--- config.mk ---
export PLATFORM = sky130hd
export DESIGN_NAME = ssr_port
export DESIGN_NICKNAME = d
export VERILOG_FILES = /design/src/include/ssr_pkg.sv /design/src/rtl/ssr_port.sv
export SDC_FILE = /design/constraint.sdc
export NUM_CORES = 1
export LEC_CHECK = 0
export ABC_AREA = 1
export BUFFER_PORTS_ARGS = -buffer_cell sky130_fd_sc_hd__buf_2
export CAP_MARGIN = 25
export CORE_MARGIN = 2
export CORE_UTILIZATION = 62
export CTS_CLUSTER_SIZE = 14
export DETAILED_ROUTE_END_ITERATION = 10
export PLACE_DENSITY = 0.82
export SKIP_LAST_GASP = 1
export SLEW_MARGIN = 20
export SYNTH_ARGS = -nofsm -noshare
export SYNTH_HDL_FRONTEND = slang
export SYNTH_SLANG_ARGS = --single-unit
--- constraint.sdc ---
create_clock -name ref_clk -period 3.9 [get_ports ref_clk]
set_clock_uncertainty 0.2 [all_clocks]
set_input_delay 0 -clock ref_clk [delete_from_list [all_inputs] [get_ports ref_clk]]
set_output_delay 0 -clock ref_clk [all_outputs]
set_load 0.005 [all_outputs]
--- src/include/ssr_pkg.sv ---
package ssr_pkg;

  // ----------------------------------------------------------------
  // Bus addresses and framing
  // ----------------------------------------------------------------
  localparam logic [1:0] SSR_ADDR_MSB = 2'h2;       // Fixed upper bits "10"
  localparam logic [6:0] SSR_BCAST_ADDR = 7'h5f;    // Mass-write 1011 111
  localparam logic [6:0] SSR_ARA_ADDR = 7'h0c;      // Alert response 0001 100
  localparam logic [3:0] SSR_BYTE_BITS = 4'h8;
  localparam logic [1:0] SSR_STRAP_WAIT = 2'h3;     // Cycles before strap catch
  localparam int SSR_REG_COUNT = 8;

  // ----------------------------------------------------------------
  // Types
  // ----------------------------------------------------------------
  // Level on a three-state strap pin, as resolved by the pad
  typedef enum logic [1:0] {
    SSR_STRAP_LOW,
    SSR_STRAP_HIGH,
    SSR_STRAP_OPEN
  } ssr_strap_t;

  typedef enum logic [2:0] {
    SSR_IDLE,
    SSR_RECV,
    SSR_ACK,
    SSR_SEND,
    SSR_MACK
  } ssr_state_t;

  typedef enum logic [1:0] {
    SSR_K_ADDR,
    SSR_K_CMD,
    SSR_K_DATA
  } ssr_kind_t;

  // Register write strobe with its target and data
  typedef struct packed {
    logic valid;
    logic [2:0] index;
    logic [7:0] data;
  } ssr_reg_wr_t;

  // Strap pair to the low five address bits (hi pin, lo pin)
  function automatic logic [4:0] ssr_strap_low5(input ssr_strap_t hi,
                                                input ssr_strap_t lo);
    logic [4:0] r;
    r = 5'h0a;
    unique case ({hi, lo})
      {SSR_STRAP_OPEN, SSR_STRAP_LOW}: r = 5'h08;
      {SSR_STRAP_HIGH, SSR_STRAP_OPEN}: r = 5'h09;
      {SSR_STRAP_OPEN, SSR_STRAP_OPEN}: r = 5'h0a;
      {SSR_STRAP_OPEN, SSR_STRAP_HIGH}: r = 5'h0b;
      {SSR_STRAP_LOW, SSR_STRAP_LOW}: r = 5'h0c;
      {SSR_STRAP_HIGH, SSR_STRAP_HIGH}: r = 5'h0d;
      {SSR_STRAP_LOW, SSR_STRAP_OPEN}: r = 5'h0e;
      {SSR_STRAP_LOW, SSR_STRAP_HIGH}: r = 5'h0f;
      {SSR_STRAP_HIGH, SSR_STRAP_LOW}: r = 5'h19;
      default: r = 5'h0a;
    endcase
    return r;
  endfunction

endpackage

--- src/rtl/ssr_port.sv ---
`timescale 1ns/1ps
// Function
// - Read-write slave handling byte write and byte read, one register per transfer.
// - Slave address comes from two three-state strap pins, nine choices.
// - Upper two address bits are fixed at one-zero.
// - Mass-write address is accepted for writes whatever the strap.
// - Mass-write address ignored unless the enable bit is one.
// - While alerting, ack alert address, return own address, release alert.
// - Transmitter releases SDA in ack slot; receiver holds it low throughout.
// - Write is start, address with write bit, ack, command byte.
// - Command byte loads only its low three bits into the pointer.
// - First data byte is acked and stored into the pointed register.
// - Further write data bytes are acked and discarded.
// - Read uses repeated start, same address with read bit, then data.
// - Master ack after read byte repeats the same register contents.
// - Direct addressing by the master also releases the alert output.
// - Alert is not asserted again until a new fault flag rises.
module ssr_port (
  input wire logic ref_clk,
  input wire logic reset_n,
  input wire logic clk_en,
  input wire logic scl_i,
  input wire logic sda_i,
  output logic sda_o,
  output logic sda_oe,
  input wire ssr_pkg::ssr_strap_t addr_strap_lo,
  input wire ssr_pkg::ssr_strap_t addr_strap_hi,
  input wire logic broadcast_write_enable,
  input wire logic [7:0] fault_flags,
  output logic alert_out_pin_o,
  output logic alert_out_pin_oe,
  output logic [2:0] reg_index,
  input wire logic [7:0] reg_rd_data,
  output ssr_pkg::ssr_reg_wr_t reg_wr
);
  import ssr_pkg::*;

  // ----------------------------------------------------------------
  // Synchronisers and line events
  // ----------------------------------------------------------------
  logic scl_s1_q, scl_s2_q, scl_d_q;
  logic sda_s1_q, sda_s2_q, sda_d_q;
  ssr_strap_t lo_s1_q, lo_s2_q, hi_s1_q, hi_s2_q;

  // Bus pins and straps come from outside, two flops each
  always_ff @(posedge ref_clk or negedge reset_n) begin
    if (!reset_n) begin
      {scl_s1_q, scl_s2_q, scl_d_q} <= 3'h7;
      {sda_s1_q, sda_s2_q, sda_d_q} <= 3'h7;
      lo_s1_q <= SSR_STRAP_OPEN;
      lo_s2_q <= SSR_STRAP_OPEN;
      hi_s1_q <= SSR_STRAP_OPEN;
      hi_s2_q <= SSR_STRAP_OPEN;
    end else if (clk_en) begin
      {scl_s1_q, scl_s2_q, scl_d_q} <= {scl_i, scl_s1_q, scl_s2_q};
      {sda_s1_q, sda_s2_q, sda_d_q} <= {sda_i, sda_s1_q, sda_s2_q};
      lo_s1_q <= addr_strap_lo;
      lo_s2_q <= lo_s1_q;
      hi_s1_q <= addr_strap_hi;
      hi_s2_q <= hi_s1_q;
    end
  end

  // Only the second flop and its delayed copy feed edge detection
  wire scl_rise = scl_s2_q & ~scl_d_q;
  wire scl_fall = ~scl_s2_q & scl_d_q;
  wire bus_start = scl_s2_q & scl_d_q & ~sda_s2_q & sda_d_q;
  wire bus_stop = scl_s2_q & scl_d_q & sda_s2_q & ~sda_d_q;

  // ----------------------------------------------------------------
  // Strap capture
  // ----------------------------------------------------------------
  logic [1:0] strap_wait_q;
  logic [6:0] own_addr_q;

  // Caught once after reset, so a strap change mid-traffic cannot move
  // the address under a transfer
  always_ff @(posedge ref_clk or negedge reset_n) begin
    if (!reset_n) begin
      strap_wait_q <= '0;
      own_addr_q <= {SSR_ADDR_MSB, 5'h0a};
    end else if (clk_en && strap_wait_q != SSR_STRAP_WAIT) begin
      strap_wait_q <= strap_wait_q + 2'h1;
      own_addr_q <= {SSR_ADDR_MSB, ssr_strap_low5(hi_s2_q, lo_s2_q)};
    end
  end

  // ----------------------------------------------------------------
  // Transfer state
  // ----------------------------------------------------------------
  ssr_state_t st_q, st_d;
  ssr_kind_t kind_q, kind_d;
  logic [3:0] cnt_q, cnt_d;
  logic [7:0] sh_q, sh_d;
  logic sda_oe_q, sda_oe_d, rd_q, rd_d, ara_q, ara_d, first_q, first_d;
  logic [2:0] ptr_q, ptr_d;
  ssr_reg_wr_t wr_q, wr_d;
  logic alert_q, alert_d, rel;
  logic [7:0] fault_prev_q;

  // Address decode on the received byte
  wire own_hit = sh_q[7:1] == own_addr_q;
  wire bcast_hit = sh_q[7:1] == SSR_BCAST_ADDR && !sh_q[0]
                   && broadcast_write_enable;
  wire ara_hit = sh_q[7:1] == SSR_ARA_ADDR && sh_q[0] && alert_q;
  wire addr_hit = own_hit | bcast_hit | ara_hit;
  wire byte_done = scl_fall && cnt_q == SSR_BYTE_BITS;
  wire [7:0] load_byte = ara_q ? {own_addr_q, 1'b0} : reg_rd_data;
  wire new_fault = |(fault_flags & ~fault_prev_q);

  always_comb begin
    st_d = st_q;
    kind_d = kind_q;
    cnt_d = cnt_q;
    sh_d = sh_q;
    sda_oe_d = sda_oe_q;
    rd_d = rd_q;
    ara_d = ara_q;
    first_d = first_q;
    ptr_d = ptr_q;
    wr_d = wr_q;
    wr_d.valid = 1'b0;
    rel = 1'b0;
    if (bus_stop) begin
      st_d = SSR_IDLE;
      sda_oe_d = 1'b0;
    end else if (bus_start) begin
      st_d = SSR_RECV;
      kind_d = SSR_K_ADDR;
      cnt_d = '0;
      sda_oe_d = 1'b0;
    end else begin
      unique case (st_q)
        SSR_IDLE: begin
        end
        SSR_RECV: begin
          if (scl_rise) begin
            sh_d = {sh_q[6:0], sda_s2_q};
            cnt_d = cnt_q + 4'h1;
          end else if (byte_done) begin
            cnt_d = '0;
            st_d = SSR_ACK;
            sda_oe_d = 1'b1;
            if (kind_q == SSR_K_ADDR) begin
              if (addr_hit) begin
                rd_d = sh_q[0];
                ara_d = ara_hit;
                first_d = 1'b1;
                rel = own_hit;
              end else begin
                st_d = SSR_IDLE;
                sda_oe_d = 1'b0;
              end
            end else if (kind_q == SSR_K_CMD) begin
              ptr_d = sh_q[2:0];
            end else if (first_q) begin
              wr_d = '{valid: 1'b1, index: ptr_q, data: sh_q};
              first_d = 1'b0;
            end
          end
        end
        SSR_ACK: begin
          if (scl_fall) begin
            if (kind_q == SSR_K_ADDR && rd_q) begin
              st_d = SSR_SEND;
              sh_d = load_byte;
              sda_oe_d = ~load_byte[7];
              cnt_d = 4'h1;
            end else begin
              st_d = SSR_RECV;
              sda_oe_d = 1'b0;
              kind_d = kind_q == SSR_K_ADDR ? SSR_K_CMD : SSR_K_DATA;
            end
          end
        end
        SSR_SEND: begin
          if (byte_done) begin
            st_d = SSR_MACK;
            sda_oe_d = 1'b0;
            rel = ara_q;
          end else if (scl_fall) begin
            sh_d = {sh_q[6:0], 1'b1};
            sda_oe_d = ~sh_q[6];
            cnt_d = cnt_q + 4'h1;
          end
        end
        SSR_MACK: begin
          if (scl_rise && sda_s2_q) begin
            st_d = SSR_IDLE;
          end else if (scl_fall) begin
            st_d = SSR_SEND;
            sh_d = load_byte;
            sda_oe_d = ~load_byte[7];
            cnt_d = 4'h1;
          end
        end
      endcase
    end
  end

  // Alert is edge driven: a standing fault cannot re-arm it, and a new
  // fault in the cycle of a release wins
  assign alert_d = new_fault ? 1'b1 : (rel ? 1'b0 : alert_q);

  always_ff @(posedge ref_clk or negedge reset_n) begin
    if (!reset_n) begin
      st_q <= SSR_IDLE;
      kind_q <= SSR_K_ADDR;
      {cnt_q, sh_q, ptr_q} <= '0;
      {sda_oe_q, rd_q, ara_q, first_q, alert_q} <= '0;
      wr_q <= '0;
      fault_prev_q <= '0;
    end else if (clk_en) begin
      st_q <= st_d;
      kind_q <= kind_d;
      {cnt_q, sh_q, ptr_q} <= {cnt_d, sh_d, ptr_d};
      {sda_oe_q, rd_q, ara_q, first_q} <= {sda_oe_d, rd_d, ara_d, first_d};
      wr_q <= wr_d;
      alert_q <= alert_d;
      fault_prev_q <= fault_flags;
    end
  end

  // Open-drain drivers only ever pull low
  assign sda_o = 1'b0 & sda_oe_q;
  assign sda_oe = sda_oe_q;
  assign alert_out_pin_o = 1'b0 & alert_q;
  assign alert_out_pin_oe = alert_q;
  assign reg_index = ptr_q;
  assign reg_wr = wr_q;
endmodule

==> impl_metrics.env <==
export IMPL_row_count=27
export IMPL_startpoint_type="input port"
export IMPL_ir_drop_uv=360
export IMPL_rsz0062_at_grt="false"
export IMPL_synth_seq_cells=65
export IMPL_drive_above_1_share_pct=22.7
export IMPL_synth_compound_area_share_pct=12.8
export IMPL_grt_overflow=0
export IMPL_cp_common_cell="dlygate4sd3_1"
export IMPL_grt_max_degree=37
export IMPL_yosys_cell_types_count=39
export IMPL_ctsResizeCount=0
export IMPL_start_util_pct=64.4
export IMPL_path_max_fanout=36
export IMPL_clk_latency_ns=0.35
export IMPL_drt_wirelength_per_cell_microns=15.2
export IMPL_crit_chain="dlygate4sd3_1 > buf_2 > nand2_1 > dlygate4sd3_1 > o21ai_0 > dlygate4sd3_1"
export IMPL_hold_violations=0
export IMPL_final_min_clock_period_ns=2.28
export IMPL_slew_headroom_pct=48.5
export IMPL_numCtsBuffers=9
export IMPL_cts_root_buf="clkbuf_8"
export IMPL_grt_pass1_wl_mm=15.4
export IMPL_fin_nets=558
export IMPL_power_leakage_uw=0.00221
export IMPL_async_reset_ff_share_pct=100
export IMPL_crit_family="buffers and inverters"
export IMPL_antenna_cells=0
export IMPL_antenna_found_initial=0
export IMPL_grt_total_usage_pct=31.9
export IMPL_postRouteAntennaNets=0
export IMPL_nFillCells=351
export IMPL_ys_seq_area_share_pct=46.3
export IMPL_yosysTopAreaCell="dfrtp_1"
export IMPL_hp_class="in -> async"
export IMPL_cts_max_path_buffers=2
export IMPL_ys_warn_count=0
export IMPL_multi_input_area_sq_um=1620
export IMPL_area_delta_synth_final_pct=22.4
export IMPL_clkTransAtPathRegs_ns=0.08
export IMPL_ff_latch_area_sq_um=1640
export IMPL_setup_viol=0
export IMPL_path_buf_inv=4
export IMPL_synth_top_family_by_area="simple AND/OR/NAND/NOR gates"
export IMPL_io_pins=45
export IMPL_yosys_area_share_simple_pct=29.5
export IMPL_arrival_ns=2.37
export IMPL_synth_area_leaders="dfrtp_1 38%, nand2_1 14%, dfstp_2 8.2%"
export IMPL_portBuffers=42
export IMPL_worst_pin_slew_ns=0.772
export IMPL_clock_sinks=65
export IMPL_htree_levels=3
export IMPL_vias=3345
export IMPL_rr_endpoint="reg_wr[6]$_DFFE_PN0P_"
export IMPL_gp_congestion=0.935
export IMPL_muxShareOfSynthArea_pct=1.13
export IMPL_postSynthAreaPerCell_sq_um=7.90
export IMPL_die_width_microns=79.6
export IMPL_drv_slew=0
export IMPL_setup_tns_final_ns=0
export IMPL_synth_xor_area_share_pct=0.988
export IMPL_routed_wirelength_mm=9.21
export IMPL_power_per_cell_area_nw_per_um2=495
export IMPL_worst_setup_path_end_kind="register"
export IMPL_synth_area_sq_um=3550
export IMPL_core_sq_um=5510
export IMPL_synth_fa_ha_area_share_pct=1.06
export IMPL_grt_pass1_vias=3307
export IMPL_dieHeight_microns=79.6
export IMPL_post_place_cells=553
export IMPL_regToRegStartpoint="scl_d_q$_DFFE_PN1P_"
export IMPL_crit_required_ns=3.99
export IMPL_r2r_setup_slack_ns=1.72
export IMPL_critical_path_class="in -> reg"
export IMPL_via_per_inst=5.52
export IMPL_syn_inst=449
export IMPL_drc_errors=0
export IMPL_synth_top_area_share_pct=38.1
export IMPL_drtIter0Drc=278
export IMPL_synth_edf_count=0
export IMPL_dieArea_sq_um=6340
export IMPL_outcome="complete, no violations"
export IMPL_cts_tree="yes"
export IMPL_synthFlopType="dfrtp_1"
export IMPL_crit_slowest_cell="dlygate4sd3_1"
export IMPL_max_stage_delay_ns=0.59
export IMPL_p_total_uw=2150
export IMPL_final_cell_count_no_fill=606
export IMPL_cap_violations=0
export IMPL_max_freq_mhz=439
export IMPL_period_share_pct=58.4
export IMPL_place_hpwl_mm=5.49
export IMPL_drt_pass1_iter_count=5
export IMPL_reg2reg_depth=7
==> Yosys cell counts (3+ instances only) <==
cell	count
mux2i_1	4
inv_2	7
buf_4	3
nor2_1	30
nand3_1	33
o22ai_1	3
a21oi_1	4
dfrtp_1	54
nor3_1	3
clkbuf_1	3
o21ai_2	13
o21ai_0	34
o21ai_1	6
ha_1	3
inv_1	47
a21oi_2	7
nand2_2	7
nor2_2	8
nand2_1	136
dfstp_2	11
nand4_1	4
==> flip-flops by register name, summed over array words and instances, names as in the netlist, 2 cells and up <==
signal and count:
reg_wr 12, fault_prev_q 8, sh_q 8, cnt_q 4, own_addr_q 4, reg_index 3
st_q 3, hi_s1_q 2, hi_s2_q 2, kind_q 2, lo_s1_q 2, lo_s2_q 2
strap_wait_q 2
==> layer usage <==
layer / GRT usage (%) / share of wire (%) / up-vias
met4: 14.5 / 3.5 / 0
met5: 0 / 0 / -
li1: - / - / 1596
met3: 7.24 / 7.2 / 33
met2: 51.8 / 48 / 177
met1: 40.7 / 42 / 1539
==> report_power, final <==
group	leakage, uW	internal, uW	switching (uW)
Sequential	0.000796	787	96.8
Combinational	0.00132	232	460
Clock	0.0000953	310	264
Total	0.00221	1330	821
==> placed cells by master (no fill, tap or decap), types with 2 or more instances in the layout <==
cell type      netlist  routed
o31ai_1              2       2
nor3_2               2       2
nand3_2              2       2
dfrtp_1             54      54
dfstp_2             11      11
nand3_1             33      33
a221oi_1             2       2
o21ai_0             34      34
ha_1                 3       3
o22ai_1              3       3
inv_1               47      47
nand4_2              2       2
buf_2                1      42
nor2_1              30      30
o21ai_1              6       6
clkinv_2             0       2
conb_1               1       2
clkbuf_8             0      10
nor3_1               3       3
nand4_1              4       4
xnor2_1              2       2
mux2i_1              4       4
clkinvlp_4           0       2
o21ai_2             13      13
nand2_2              7       7
dlygate4sd3_1        0      37
a21oi_1              4       4
xor2_1               2       2
nor2_2               8       8
inv_2                7       7
nand2_4              2       2
a21oi_2              7       7
nor2_4               2       2
nand2_1            136     136
==> per-stage QoR <==
step | util [%] | hold slack, ns | worst slack (ns) | instance area (sq um)
after floorplan | - | -0.496 | 2.13 | 3550
after global placement | 68.5 | -0.0941 | 1.84 | 3770
after detailed placement | 68.5 | -0.0763 | 1.76 | 3770
after CTS | 78.8 | 0.0960 | 1.72 | 4340
after global routing | 78.8 | 0.138 | 1.44 | 4340
final | 78.8 | 0.0659 | 1.62 | 4340
==> worst max path at each step <==
stage,endpoint,start,slack [ns],cells past startpoint
CTS,fault_prev_q[0]$_DFFE_PN0P_,clk_en,1.72,6
detailed placement,reg_wr[3]$_DFFE_PN0P_,scl_d_q$_DFFE_PN1P_,1.76,7
finish,fault_prev_q[0]$_DFFE_PN0P_,clk_en,1.62,6
floorplan,sh_q[7]$_DFFE_PN0P_,scl_s2_q$_DFFE_PN1P_,2.13,10
global route,own_addr_q[4]$_DFFE_PN0P_,clk_en,1.44,6
global placement,reg_wr[8]$_DFFE_PN0P_,scl_d_q$_DFFE_PN1P_,1.84,7
==> cells by family after synthesis <==
group           Yosys count
other cells               1
compound gates           72
mux                       4
flops                    65
simple gates            233
buf+inv                  67
fa+ha+maj                 3
xor+xnor                  4
==> cell type report <==
class / count / share of cell area (%)
multi-input cells: 318 / 37.3
repair buffers: 80 / 13.5
inverters: 55 / 4.76
clock inverters: 5 / 1.27
clock buffers: 11 / 3.26
flip-flops and latches: 65 / 37.8
well taps: 72 / 2.08
==> what timing repair did <==
| action | 4_1_cts | 5_1_grt |
|---|---|---|
| hold buffers | 37 | 0 |
| endpoints found under the hold margin | 63 | 0 |
| buffers inserted | 0 | 0 |
(Power assumes the default switching activity.)
